<file path="config.mk">
export PLATFORM = sky130hd
export DESIGN_NAME = rx_port_link_ctrl_regs
export DESIGN_NICKNAME = d
export VERILOG_FILES = /design/src/common/rx_link_pkg.sv /design/src/common/port_count_if.sv /design/src/hw/port_error_counters.sv /design/src/hw/rx_port_link_ctrl_regs.sv
export SDC_FILE = /design/constraint.sdc
export NUM_CORES = 1
export LEC_CHECK = 0
export BUFFER_PORTS_ARGS = -buffer_cell sky130_fd_sc_hd__buf_4
export CAP_MARGIN = 30
export CORE_ASPECT_RATIO = 0.9
export CORE_MARGIN = 1
export CORE_UTILIZATION = 25
export CTS_CLUSTER_DIAMETER = 150
export DETAILED_ROUTE_END_ITERATION = 7
export GPL_TIMING_DRIVEN = 0
export HOLD_SLACK_MARGIN = 0.02
export PLACE_DENSITY = 0.5
export SLEW_MARGIN = 20
export SYNTH_ARGS = -nofsm -noshare
export SYNTH_HDL_FRONTEND = slang
export SYNTH_SLANG_ARGS = --single-unit
</file>
<file path="constraint.sdc">
create_clock -name clock_in -period 3.46 [get_ports clock_in]
set_input_delay 0.519 -clock clock_in [delete_from_list [all_inputs] [get_ports clock_in]]
set_output_delay 0.519 -clock clock_in [all_outputs]
set_load 0.02 [all_outputs]
</file>
<file path="src/common/rx_link_pkg.sv">
// Shared constants and types for the per-port link control register bank
package rx_link_pkg;

  // Port count and register bus widths
  localparam int NUM_PORTS   = 4;
  localparam int PORT_W      = 2;
  localparam int DATA_W      = 8;
  localparam int PARITY_W    = 16;
  localparam int SELFTEST_W  = 8;

  // Register offsets
  localparam logic [7:0] PORT_SELECT_ADDR  = 8'h4c;
  localparam logic [7:0] PARITY_HIGH_ADDR  = 8'h55;
  localparam logic [7:0] PARITY_LOW_ADDR   = 8'h56;
  localparam logic [7:0] SELFTEST_ADDR     = 8'h57;
  localparam logic [7:0] BACK_CHANNEL_ADDR = 8'h58;
  localparam logic [7:0] DATAPATH_ADDR     = 8'h59;

  // Port select fields: read port in 5:4, per-port write enables in 3:0
  localparam int         SEL_READ_LSB      = 4;
  localparam logic [7:0] PORT_SELECT_MASK  = 8'h3f;
  localparam logic [7:0] PORT_SELECT_RESET = 8'h01;

  // Back-channel configuration fields
  localparam int         BCC_PASS_ALL_BIT  = 7;
  localparam int         BCC_PASS_DEC_BIT  = 6;
  localparam int         BCC_AUTO_ACK_BIT  = 5;
  localparam int         BCC_FORCED_ON_BIT = 4;
  localparam int         BCC_CRC_BIT       = 3;
  localparam int         BCC_RATE_LSB      = 0;
  localparam int         RATE_W            = 3;
  localparam logic [7:0] BCC_RESET         = 8'h18;

  // Datapath control fields
  localparam int         DP_KEEP_LOCAL_BIT = 7;
  localparam int         DP_GPIO_LSB       = 0;
  localparam int         GPIO_FIELD_W      = 2;
  localparam logic [7:0] DP_WRITE_MASK     = 8'h83;
  localparam logic [7:0] DP_RESET          = 8'h00;

  // Counter reset values and limits
  localparam logic [PARITY_W-1:0]   PARITY_RESET   = 16'h0000;
  localparam logic [PARITY_W-1:0]   PARITY_MAX     = 16'hffff;
  localparam logic [SELFTEST_W-1:0] SELFTEST_RESET = 8'h00;
  localparam logic [PARITY_W-1:0]   SELFTEST_MAX   = 16'h00ff;

  // Return channel rate codes; other codes are reserved
  typedef enum logic [RATE_W-1:0] {
    RATE_2M5 = 3'b000,
    RATE_10M = 3'b010,
    RATE_50M = 3'b110
  } rate_e;

  // Strap capture sequence after reset release
  typedef enum logic [1:0] {
    CAPTURE_SYNC_A = 2'b00,
    CAPTURE_SYNC_B = 2'b01,
    CAPTURE_LOAD   = 2'b10,
    CAPTURE_RUN    = 2'b11
  } capture_e;

  // Per-port writable registers
  typedef struct packed {
    logic [DATA_W-1:0] bcc;
    logic [DATA_W-1:0] dp;
  } port_regs_s;

endpackage

</file>
<file path="src/common/port_count_if.sv">
// Carrier between the register bank and one port's error counters
`timescale 1ns/1ps
`default_nettype none
interface port_count_if;
  import rx_link_pkg::*;

  logic                  parity_event;
  logic                  lock_event;
  logic                  selftest_event;
  logic                  clear_parity;
  logic [PARITY_W-1:0]   parity_count;
  logic [SELFTEST_W-1:0] selftest_count;

  // Register bank drives events, counters return counts
  modport ctrl (
    output parity_event, lock_event, selftest_event, clear_parity,
    input  parity_count, selftest_count
  );
  modport counter (
    input  parity_event, lock_event, selftest_event, clear_parity,
    output parity_count, selftest_count
  );
endinterface
`default_nettype wire

</file>
<file path="src/hw/port_error_counters.sv">
// Parity and self-test error counters for one receive port
`timescale 1ns/1ps
`default_nettype none
module port_error_counters (
  input  wire logic         clock_in,
  input  wire logic         rst_b_in,
  port_count_if.counter     cnt_if
);
  import rx_link_pkg::*;

  typedef struct packed {
    logic [PARITY_W-1:0]   parity;
    logic [SELFTEST_W-1:0] selftest;
  } count_state_s;

  count_state_s state;
  count_state_s next_state;

  // Saturating increment so a long error burst never wraps to a small value
  function automatic logic [PARITY_W-1:0] sat_inc(input logic [PARITY_W-1:0] value,
                                                  input logic [PARITY_W-1:0] limit);
    sat_inc = (value == limit) ? value : value + 16'h0001;
  endfunction

  // Restart first, then count: an error in the clearing cycle survives
  always_comb begin
    logic [PARITY_W-1:0] selftest_wide;
    selftest_wide = sat_inc({8'h00, state.selftest}, SELFTEST_MAX);  // Wide form of the saturating step
    next_state = state;
    if (cnt_if.clear_parity || cnt_if.lock_event) begin
      next_state.parity = PARITY_RESET;
    end
    if (cnt_if.parity_event) begin
      next_state.parity = sat_inc(next_state.parity, PARITY_MAX);
    end
    if (cnt_if.selftest_event) begin
      next_state.selftest = selftest_wide[SELFTEST_W-1:0];
    end
  end

  // State register
  always_ff @(posedge clock_in or negedge rst_b_in) begin
    if (!rst_b_in) begin
      state.parity   <= PARITY_RESET;
      state.selftest <= SELFTEST_RESET;
    end else begin
      state <= next_state;
    end
  end

  // Counts straight from flip-flops
  assign cnt_if.parity_count   = state.parity;
  assign cnt_if.selftest_count = state.selftest;

endmodule
`default_nettype wire

</file>
<file path="src/hw/rx_port_link_ctrl_regs.sv">
// Per-receive-port link control and status register bank
`timescale 1ns/1ps
`default_nettype none
module rx_port_link_ctrl_regs (
  input  wire logic                                              clock_in,
  input  wire logic                                              rst_b_in,
  // Register access from the local controller or from the link
  input  wire logic [7:0]                                        reg_addr_in,
  input  wire logic [rx_link_pkg::DATA_W-1:0]                    reg_wdata_in,
  input  wire logic                                              reg_write_in,
  input  wire logic                                              reg_read_in,
  input  wire logic                                              reg_from_link_in,
  input  wire logic [rx_link_pkg::PORT_W-1:0]                    reg_link_port_in,
  output logic [rx_link_pkg::DATA_W-1:0]                         reg_rdata_out,
  output logic                                                   reg_rvalid_out,
  // Per-port receiver events
  input  wire logic [rx_link_pkg::NUM_PORTS-1:0]                 parity_error_in,
  input  wire logic [rx_link_pkg::NUM_PORTS-1:0]                 lock_valid_in,
  input  wire logic [rx_link_pkg::NUM_PORTS-1:0]                 selftest_error_in,
  // Forward-channel loads of the GPIO field
  input  wire logic [rx_link_pkg::NUM_PORTS-1:0]                 fc_load_in,
  input  wire logic [rx_link_pkg::NUM_PORTS-1:0][1:0]            fc_gpio_in,
  // Rate strap pins
  input  wire logic [rx_link_pkg::RATE_W-1:0]                    rate_strap_in,
  // Per-port control outputs
  output logic [rx_link_pkg::NUM_PORTS-1:0]                      pass_all_out,
  output logic [rx_link_pkg::NUM_PORTS-1:0]                      pass_decoded_out,
  output logic [rx_link_pkg::NUM_PORTS-1:0]                      auto_ack_out,
  output logic [rx_link_pkg::NUM_PORTS-1:0]                      back_channel_on_out,
  output logic [rx_link_pkg::NUM_PORTS-1:0]                      crc_on_out,
  output logic [rx_link_pkg::NUM_PORTS-1:0][rx_link_pkg::RATE_W-1:0] rate_out,
  output logic [rx_link_pkg::NUM_PORTS-1:0]                      rate_reserved_out,
  output logic [rx_link_pkg::NUM_PORTS-1:0][2:0]                 forward_gpio_count_out,
  output logic [rx_link_pkg::NUM_PORTS-1:0]                      keep_local_out
);
  import rx_link_pkg::*;

  typedef struct packed {
    capture_e                         capture;
    logic [RATE_W-1:0]                strap_meta;
    logic [RATE_W-1:0]                strap_sync;
    logic [DATA_W-1:0]                port_select;
    port_regs_s [NUM_PORTS-1:0]       ports;
    logic [NUM_PORTS-1:0]             lock_prev;
    logic [DATA_W-1:0]                rdata;
    logic                             rvalid;
  } bank_state_s;

  bank_state_s state;
  bank_state_s next_state;

  // Per-port carriers to the counters
  logic [NUM_PORTS-1:0][PARITY_W-1:0]   parity_count;
  logic [NUM_PORTS-1:0][SELFTEST_W-1:0] selftest_count;
  logic [NUM_PORTS-1:0]                 clear_parity;
  logic [NUM_PORTS-1:0]                 write_sel;
  logic [PORT_W-1:0]                    read_port;

  // Number of enabled forward GPIOs for a field value
  function automatic logic [2:0] gpio_count(input logic [GPIO_FIELD_W-1:0] field);
    case (field)
      2'b00:   gpio_count = 3'h0;
      2'b01:   gpio_count = 3'h1;
      2'b10:   gpio_count = 3'h2;
      2'b11:   gpio_count = 3'h4;
      default: gpio_count = 3'h0;
    endcase
  endfunction

  // True for the three documented rate codes
  function automatic logic rate_valid(input logic [RATE_W-1:0] code);
    rate_valid = (code == RATE_2M5) || (code == RATE_10M) || (code == RATE_50M);
  endfunction

  // Counters for each port, joined through the carrier interface
  for (genvar p = 0; p < NUM_PORTS; p++) begin : g_port
    port_count_if cnt ();

    assign cnt.parity_event   = parity_error_in[p];
    assign cnt.lock_event     = lock_valid_in[p] && !state.lock_prev[p];
    assign cnt.selftest_event = selftest_error_in[p];
    assign cnt.clear_parity   = clear_parity[p];
    assign parity_count[p]    = cnt.parity_count;
    assign selftest_count[p]  = cnt.selftest_count;

    port_error_counters u_counters (
      .clock_in (clock_in),
      .rst_b_in (rst_b_in),
      .cnt_if   (cnt)
    );
  end

  // Port steering: the link reaches only its own port, the host uses 0x4c
  always_comb begin
    if (reg_from_link_in) begin
      write_sel = '0;
      write_sel[reg_link_port_in] = 1'h1;
      read_port = reg_link_port_in;
    end else begin
      write_sel = state.port_select[NUM_PORTS-1:0];
      read_port = state.port_select[SEL_READ_LSB +: PORT_W];
    end
  end

  // Low byte read restarts both count bytes of the addressed port
  always_comb begin
    clear_parity = '0;
    if (reg_read_in && (reg_addr_in == PARITY_LOW_ADDR)) begin
      clear_parity[read_port] = 1'h1;
    end
  end

  // Next-state logic for the whole bank
  always_comb begin
    logic [DATA_W-1:0] new_bcc;
    new_bcc = '0;
    next_state = state;
    next_state.rvalid = 1'h0;
    next_state.lock_prev = lock_valid_in;

    // Strap pins pass two flops before anything looks at them
    next_state.strap_meta = rate_strap_in;
    next_state.strap_sync = state.strap_meta;

    // Rate field is caught once the synchroniser has settled
    case (state.capture)
      CAPTURE_SYNC_A: next_state.capture = CAPTURE_SYNC_B;
      CAPTURE_SYNC_B: next_state.capture = CAPTURE_LOAD;
      CAPTURE_LOAD: begin
        for (int p = 0; p < NUM_PORTS; p++) begin
          next_state.ports[p].bcc[BCC_RATE_LSB +: RATE_W] = state.strap_sync;
        end
        next_state.capture = CAPTURE_RUN;
      end
      CAPTURE_RUN:  next_state.capture = CAPTURE_RUN;
      default:      next_state.capture = CAPTURE_RUN;
    endcase

    // Forward-channel load first, so a host write in the same cycle wins
    for (int p = 0; p < NUM_PORTS; p++) begin
      if (fc_load_in[p] && !state.ports[p].dp[DP_KEEP_LOCAL_BIT]) begin
        next_state.ports[p].dp[DP_GPIO_LSB +: GPIO_FIELD_W] = fc_gpio_in[p];
      end
    end

    // Register writes; counters and reserved bits take nothing
    if (reg_write_in) begin
      for (int p = 0; p < NUM_PORTS; p++) begin
        if (write_sel[p]) begin
          case (reg_addr_in)
            BACK_CHANNEL_ADDR: begin
              new_bcc = reg_wdata_in;
              if (reg_from_link_in) begin
                // Only the local controller may change the forced-on bit
                new_bcc[BCC_FORCED_ON_BIT] =
                  state.ports[p].bcc[BCC_FORCED_ON_BIT];
                // Avoid a control-channel timeout while the link retrains
                if (new_bcc[BCC_RATE_LSB +: RATE_W] !=
                    state.ports[p].bcc[BCC_RATE_LSB +: RATE_W]) begin
                  new_bcc[BCC_AUTO_ACK_BIT] = 1'h1;
                end
              end
              next_state.ports[p].bcc = new_bcc;
            end
            DATAPATH_ADDR: begin
              next_state.ports[p].dp = reg_wdata_in & DP_WRITE_MASK;
            end
            default: begin
              next_state.ports[p] = next_state.ports[p];
            end
          endcase
        end
      end
      if (!reg_from_link_in && (reg_addr_in == PORT_SELECT_ADDR)) begin
        next_state.port_select = reg_wdata_in & PORT_SELECT_MASK;
      end
    end

    // Read data registered one cycle after the strobe
    if (reg_read_in) begin
      next_state.rvalid = 1'h1;
      case (reg_addr_in)
        PORT_SELECT_ADDR:  next_state.rdata = state.port_select;
        PARITY_HIGH_ADDR:  next_state.rdata = parity_count[read_port][15:8];
        PARITY_LOW_ADDR:   next_state.rdata = parity_count[read_port][7:0];
        SELFTEST_ADDR:     next_state.rdata = selftest_count[read_port];
        BACK_CHANNEL_ADDR: next_state.rdata = state.ports[read_port].bcc;
        DATAPATH_ADDR:     next_state.rdata = state.ports[read_port].dp;
        default:           next_state.rdata = 8'h00;
      endcase
    end
  end

  // State register; rate bits hold zero until the strap is caught
  always_ff @(posedge clock_in or negedge rst_b_in) begin
    if (!rst_b_in) begin
      state.capture     <= CAPTURE_SYNC_A;
      state.strap_meta  <= '0;
      state.strap_sync  <= '0;
      state.port_select <= PORT_SELECT_RESET;
      for (int p = 0; p < NUM_PORTS; p++) begin
        state.ports[p].bcc <= BCC_RESET;
        state.ports[p].dp  <= DP_RESET;
      end
      state.lock_prev   <= '0;
      state.rdata       <= 8'h00;
      state.rvalid      <= 1'h0;
    end else begin
      state <= next_state;
    end
  end

  // Control outputs decoded from the stored register bits
  always_comb begin
    for (int p = 0; p < NUM_PORTS; p++) begin
      pass_all_out[p]     = state.ports[p].bcc[BCC_PASS_ALL_BIT];
      pass_decoded_out[p] = state.ports[p].bcc[BCC_PASS_DEC_BIT];
      auto_ack_out[p]     = state.ports[p].bcc[BCC_AUTO_ACK_BIT];
      back_channel_on_out[p] = state.ports[p].bcc[BCC_FORCED_ON_BIT]
                               || state.ports[p].bcc[BCC_PASS_ALL_BIT]
                               || state.ports[p].bcc[BCC_PASS_DEC_BIT];
      crc_on_out[p]       = state.ports[p].bcc[BCC_CRC_BIT];
      rate_out[p]         = state.ports[p].bcc[BCC_RATE_LSB +: RATE_W];
      rate_reserved_out[p] = !rate_valid(state.ports[p].bcc[BCC_RATE_LSB +: RATE_W]);
      forward_gpio_count_out[p] =
        gpio_count(state.ports[p].dp[DP_GPIO_LSB +: GPIO_FIELD_W]);
      keep_local_out[p]   = state.ports[p].dp[DP_KEEP_LOCAL_BIT];
    end
  end

  // Read answer straight from flops
  assign reg_rdata_out  = state.rdata;
  assign reg_rvalid_out = state.rvalid;

endmodule
`default_nettype wire

</file>
Yosys cells after proc, flatten, opt, wreduce, memory -nomap -nowiden
Cells that the tools add are included.
W data, S select, Z words.

cells by class
  equality and inequality tests = 41
  bitwise gates (word level) = 5
  multiplexer cells = 61
  magnitude comparators = 4
  add/sub/neg operators = 8
  reductions and logical operators = 72

operators with widths
  operator                 count
  $mux W16                 17
  $add A16 B1 Y16 const B  4
  $bmux W16 S2             2
  $eq A16 B16 Y1 const B   4
  $mux W8                  8
  $mux W59                 1
  $eq A8 B7 Y1 const B     6
  $pmux W3 S4              4
  $pmux W8 S6              1
  $add A8 B1 Y8 const B    4
  $eq A8 B8 Y1 const B     4
  $reduce_and A3 Y1        8
  $eq A2 B2 Y1 const B     10
  $logic_or A1 B1 Y1       20
  $mux W2                  9
  $bmux W8 S2              1
  $reduce_and A4 Y1        4
  $mux W3                  5
  $logic_not A1 Y1         13
  $eq A3 B2 Y1 const B     4
  $eq A3 B3 Y1 const B     4
  $logic_and A1 B1 Y1      12
  $logic_not A3 Y1         4
  $ne A3 B3 Y1             4
  12 further kinds         38

word-level totals
  input bits = 50
  register bits after elaboration = 167
  output and inout bits = 61
  word-level logic and storage cells = 226

Logic depth before layout (Yosys ltp)
  depth in word-level cells = 11
  mapped depth = 12

Hierarchy
Synthesis repeated with hierarchy kept, for this count alone.

second synthesis, totals
  cells, all modules = 1079
  area, all modules = 10219.8 sq um

modules (own cells, without submodules)
  module                  cells an instance  seq. area each (sq um)  instances  area each (sq um)
  port_error_counters     138                600.6                   4          1315.0
  rx_port_link_ctrl_regs  527                1788.0                  1          4959.8

Worst setup path after synthesis
No wires, ideal clock.

  path type = input-to-reg
  from = in reg_addr_in[1]
  to = reg g_port[3].u_counters.state, in the netlist g_port[3].u_counters.cnt_if.parity_count[1]
  library setup time = 125 ps
  path slack = 354 ps
  cell stages on the path = 11
  data required time = 3335 ps
  arrival time = 2981 ps
  path buffers = 2
  cell sequence = buf_2 nand4bb_2 a2111oi_4 nor2_1 and2_1 ha_1 nand3_1 or3_1 o41ai_1 buf_2 mux2_2

RTL lines
  item                  RTL line                     source
  from (decl)           rx_port_link_ctrl_regs.sv:8  input wire logic [7:0] reg_addr_in,
  to (signal assigned)  port_error_counters.sv:47    state <= next_state;
  to (decl)             port_error_counters.sv:16    count_state_s state;

==> results.md <==
* Status: complete, no violations
* Fin crit period at 3.27 ns
* # H-tree levels at 4
* Final core utilization at 0.312
* Max-slew violations at 0
* Sw frac at 0.306
* Final hold violation count at 0
* Detailed Routing Iterations Pass 1 at 5
* Top_reg_cell synth: dfrtp_1
* Switch Pwr at 1.69 mW
* Arr. time, crit path at 3.62 ns
* Final #Nets at 1151
* Crit-path max FO at 10
* # IOs at 111
* Sum Neg Setup Slack at 0 ns
* Clk_lat worst skew at 0.45 ns
* Worst EP required at 3.81 ns
* Pwr/cell area at 460 mW/mm²
* First-pass GRT wire length at 47.6 mm
* Avg Cell Area, Syn at 10.2 µm²
* Int Pwr at 3.84 mW
* # diodes at 0
* RSZ-0062 raised after global routing: no
* Clock Power Share at 0.356
* Maxcap violations at 0
* Final Cycle Share at 0.945
* Initial antenna violation count at 1
* Compound-gate portion of the synthesized area at 0.128
* Remaining Overflow, GRT at 0
* Post-DRT Antenna Nets at 0
* Gr usage total at 0.157
* Mux cell area share after synthesis at 0.121
* Synth Area in XOR/XNOR at 0.0553
* Number of flops mapped to enable cells by yosys at 0
* Root buffer selected by CTS: clkbuf_16
* TritonCTS Buffers at 17
* #FFs+latches synth at 167
* Largest net degree at the start of global routing at 78
* Reg clk slew, reported paths at 0.07 ns
* Initial Util at 0.255
* Die area at 0.0401 mm²
* Largest family of logic cells by synthesized area: simple AND/OR/NAND/NOR gates
* DRT iter0 DRCs at 695
* Vias at 8032
* CP Launch Type: register
* Ys async rst share at 1.00
* VDD IR max at 0.221 mV
* Seq pwr share at 0.465
* Register area share after synthesis at 0.426
* Placer Congestion at 0.896
* Post-DR wirelength/cell at 18.8 µm
* YS warnings at 0
* Synth Net Count at 1018
* Buffers added on ports at 108
* Share of cells above drive strength 1 at 0.270
* Leakage at 5.03 nW
* Final Setup Violations at 0
* Die X at 211 µm
* Max Freq at 306 MHz
* DRC viols at 0
* Die boundary height at 190 µm
* Cell count after synthesis at 960
* Combinational Power Share at 0.180
* Synthesized cell area at 0.00983 mm²
* Via density at 4.92
* Sinks on Clock Net at 167
* Post-Synth Simple-Gate Area at 0.205
* Synth Area in Adders at 0.0102
* Clock Path Buffers at 2
* Vias in the first global route at 7748
* Layout area overhead at 22.4%
* Slew Limit Headroom at 0.421
* CTS tree: built
* Worst-Margin Slew at 0.866 ns
* Hold crit path type: input port to register
* Critical path class: register to register
* Yosys cell types at 68
* Worst setup EP type: register
* # rows at 68
* Detailed Route WL at 30.6 mm
* Core region area at 0.0385 mm²
* Setup Skew at 0.0126 ns
* Dpl hpwl at 23.5 mm
## power by group through the flow
stage / Combinational [mW] / Clock (mW) / Sequential, mW
finish: 0.993 / 1.97 / 2.57
global route: 1.10 / 2.11 / 2.62
CTS: 1.00 / 2.01 / 2.57
detailed placement: 0.996 / 0 / 2.60
global placement: 0.972 / 0 / 2.60
floorplan: 0.684 / 0 / 2.46
## layer usage
metal | part of all wire | GRT usage
met1 | 0.50 | 0.236
met2 | 0.44 | 0.229
met3 | 0.051 | 0.0330
met4 | 0.013 | 0.0329
met5 | 0.00056 | 0
## layout by cell type (no fill, tap or decap), drive strengths merged, types with 9 or more instances in the layout
master	n
a211oi	11
a21oi	68
and2	23
and3	13
and4	16
buf	164
clkbuf	44
dfrtp	158
dfstp	9
inv	22
mux2	49
mux2i	16
mux4	21
nand2	51
nand3	44
nand4	28
nor2	70
nor2b	24
nor3	11
o211ai	9
o21ai	33
o31ai	9
or3	24
or4	10
xnor2	41
xor2	21
## timing repair
item	CTS	global route
gates resized for setup	0	8
buffers inserted	0	3
endpoints found under the hold margin	18	0
endpoints found under the setup margin	2	30
pin swaps	1	3
hold buffers	1	0
## Yosys cell counts (21+ instances only)
cell type / number / area share
dfrtp_1: 158 / 0.40
buf_4: 42 / 0.032
clkbuf_1: 22 / 0.0084
nor2b_1: 24 / 0.015
mux4_2: 21 / 0.048
and2_1: 23 / 0.015
mux2_2: 48 / 0.055
or3_1: 24 / 0.015
xor2_1: 21 / 0.019
a21oi_1: 68 / 0.035
inv_1: 22 / 0.0084
nand4_1: 28 / 0.018
nand3_1: 44 / 0.022
xnor2_1: 41 / 0.037
nand2_1: 51 / 0.019
nor2_1: 70 / 0.027
o21ai_0: 33 / 0.017
## final cells by class
class                           count  area [µm²]
Sequential cell                   167        4190
Fill cell                        3972       26500
Tap cell                          525         657
Multi-Input combinational cell    697        5130
Inverter                           23        86.3
Timing Repair Buffer              114         906
Buffer                             73         457
Clock buffer                       22         474
Clock inverter                     10         124
## worst max-delay path, stage by stage, from the launching register on
cell	delay, ns
dfrtp_1	0.47
or3b_4	0.44
a2111oi_4	0.40
nor2_1	0.14
and2_1	0.20
ha_1	0.24
nand4_1	0.17
nor4_4	0.10
nor3b_2	0.20
buf_6	0.15
or4_1	0.47
a21oi_1	0.20
## flip-flops by register name, summed over array words and instances, names as in the netlist
signal and flops:
reg_rdata_out 8, pass_decoded_out 4, g_port.u_counters.cnt_if.parity_count 64, g_port.u_counters.cnt_if.selftest_count 32, next_state 3, rate_out 12
auto_ack_out 4, keep_local_out 4, pass_all_out 4, state 27, crc_on_out 4, reg_rvalid_out 1
## through the flow
stage                     total power [mW]  setup WS, ns  hold WS (ns)  std cells  instance area (µm²)
final                                 5.53         0.192         0.170       1631                12000
after global routing                  5.83        0.0142         0.145       1631                12000
after CTS                             5.59        0.0239         0.149       1628                12000
after detailed placement              3.60        -0.351         0.336       1595                11400
after global placement                3.57        -0.300         0.334       1593                11300
after floorplan                       3.14         0.354         0.223        960                 9830
## final timing paths
path / from / to / slack [ns] / cells past startpoint
max: state[82] / g_port[1].u_counters.cnt_if.parity_count[7] / 0.19 / 11
min: rate_strap_in[1] / next_state[86] / 0.17 / 1
max reg2reg: state[82] / g_port[1].u_counters.cnt_if.parity_count[7] / 0.19 / 11
min reg2reg: next_state[87] / state[87] / 0.35 / 0
max in group asynchronous: rst_b_in / state[77] / 1.86 / 4
min in group asynchronous: rst_b_in / g_port[1].u_counters.cnt_if.selftest_count[0] / 0.50 / 2
## cells by family (layout without fill, tap and decap cells)
| group | Yosys count | count (layout) |
|---|---|---|
| XOR/XNOR | 62 | 62 |
| multiplexers | 86 | 86 |
| adder cells (fa/ha/maj) | 8 | 8 |
| flip-flops | 167 | 167 |
| AO/OA/AOI/OAI | 183 | 183 |
| buffers and inverters | 96 | 242 |
| AND/OR/NAND/NOR | 358 | 358 |
Power figures use the tool's default switching activity.
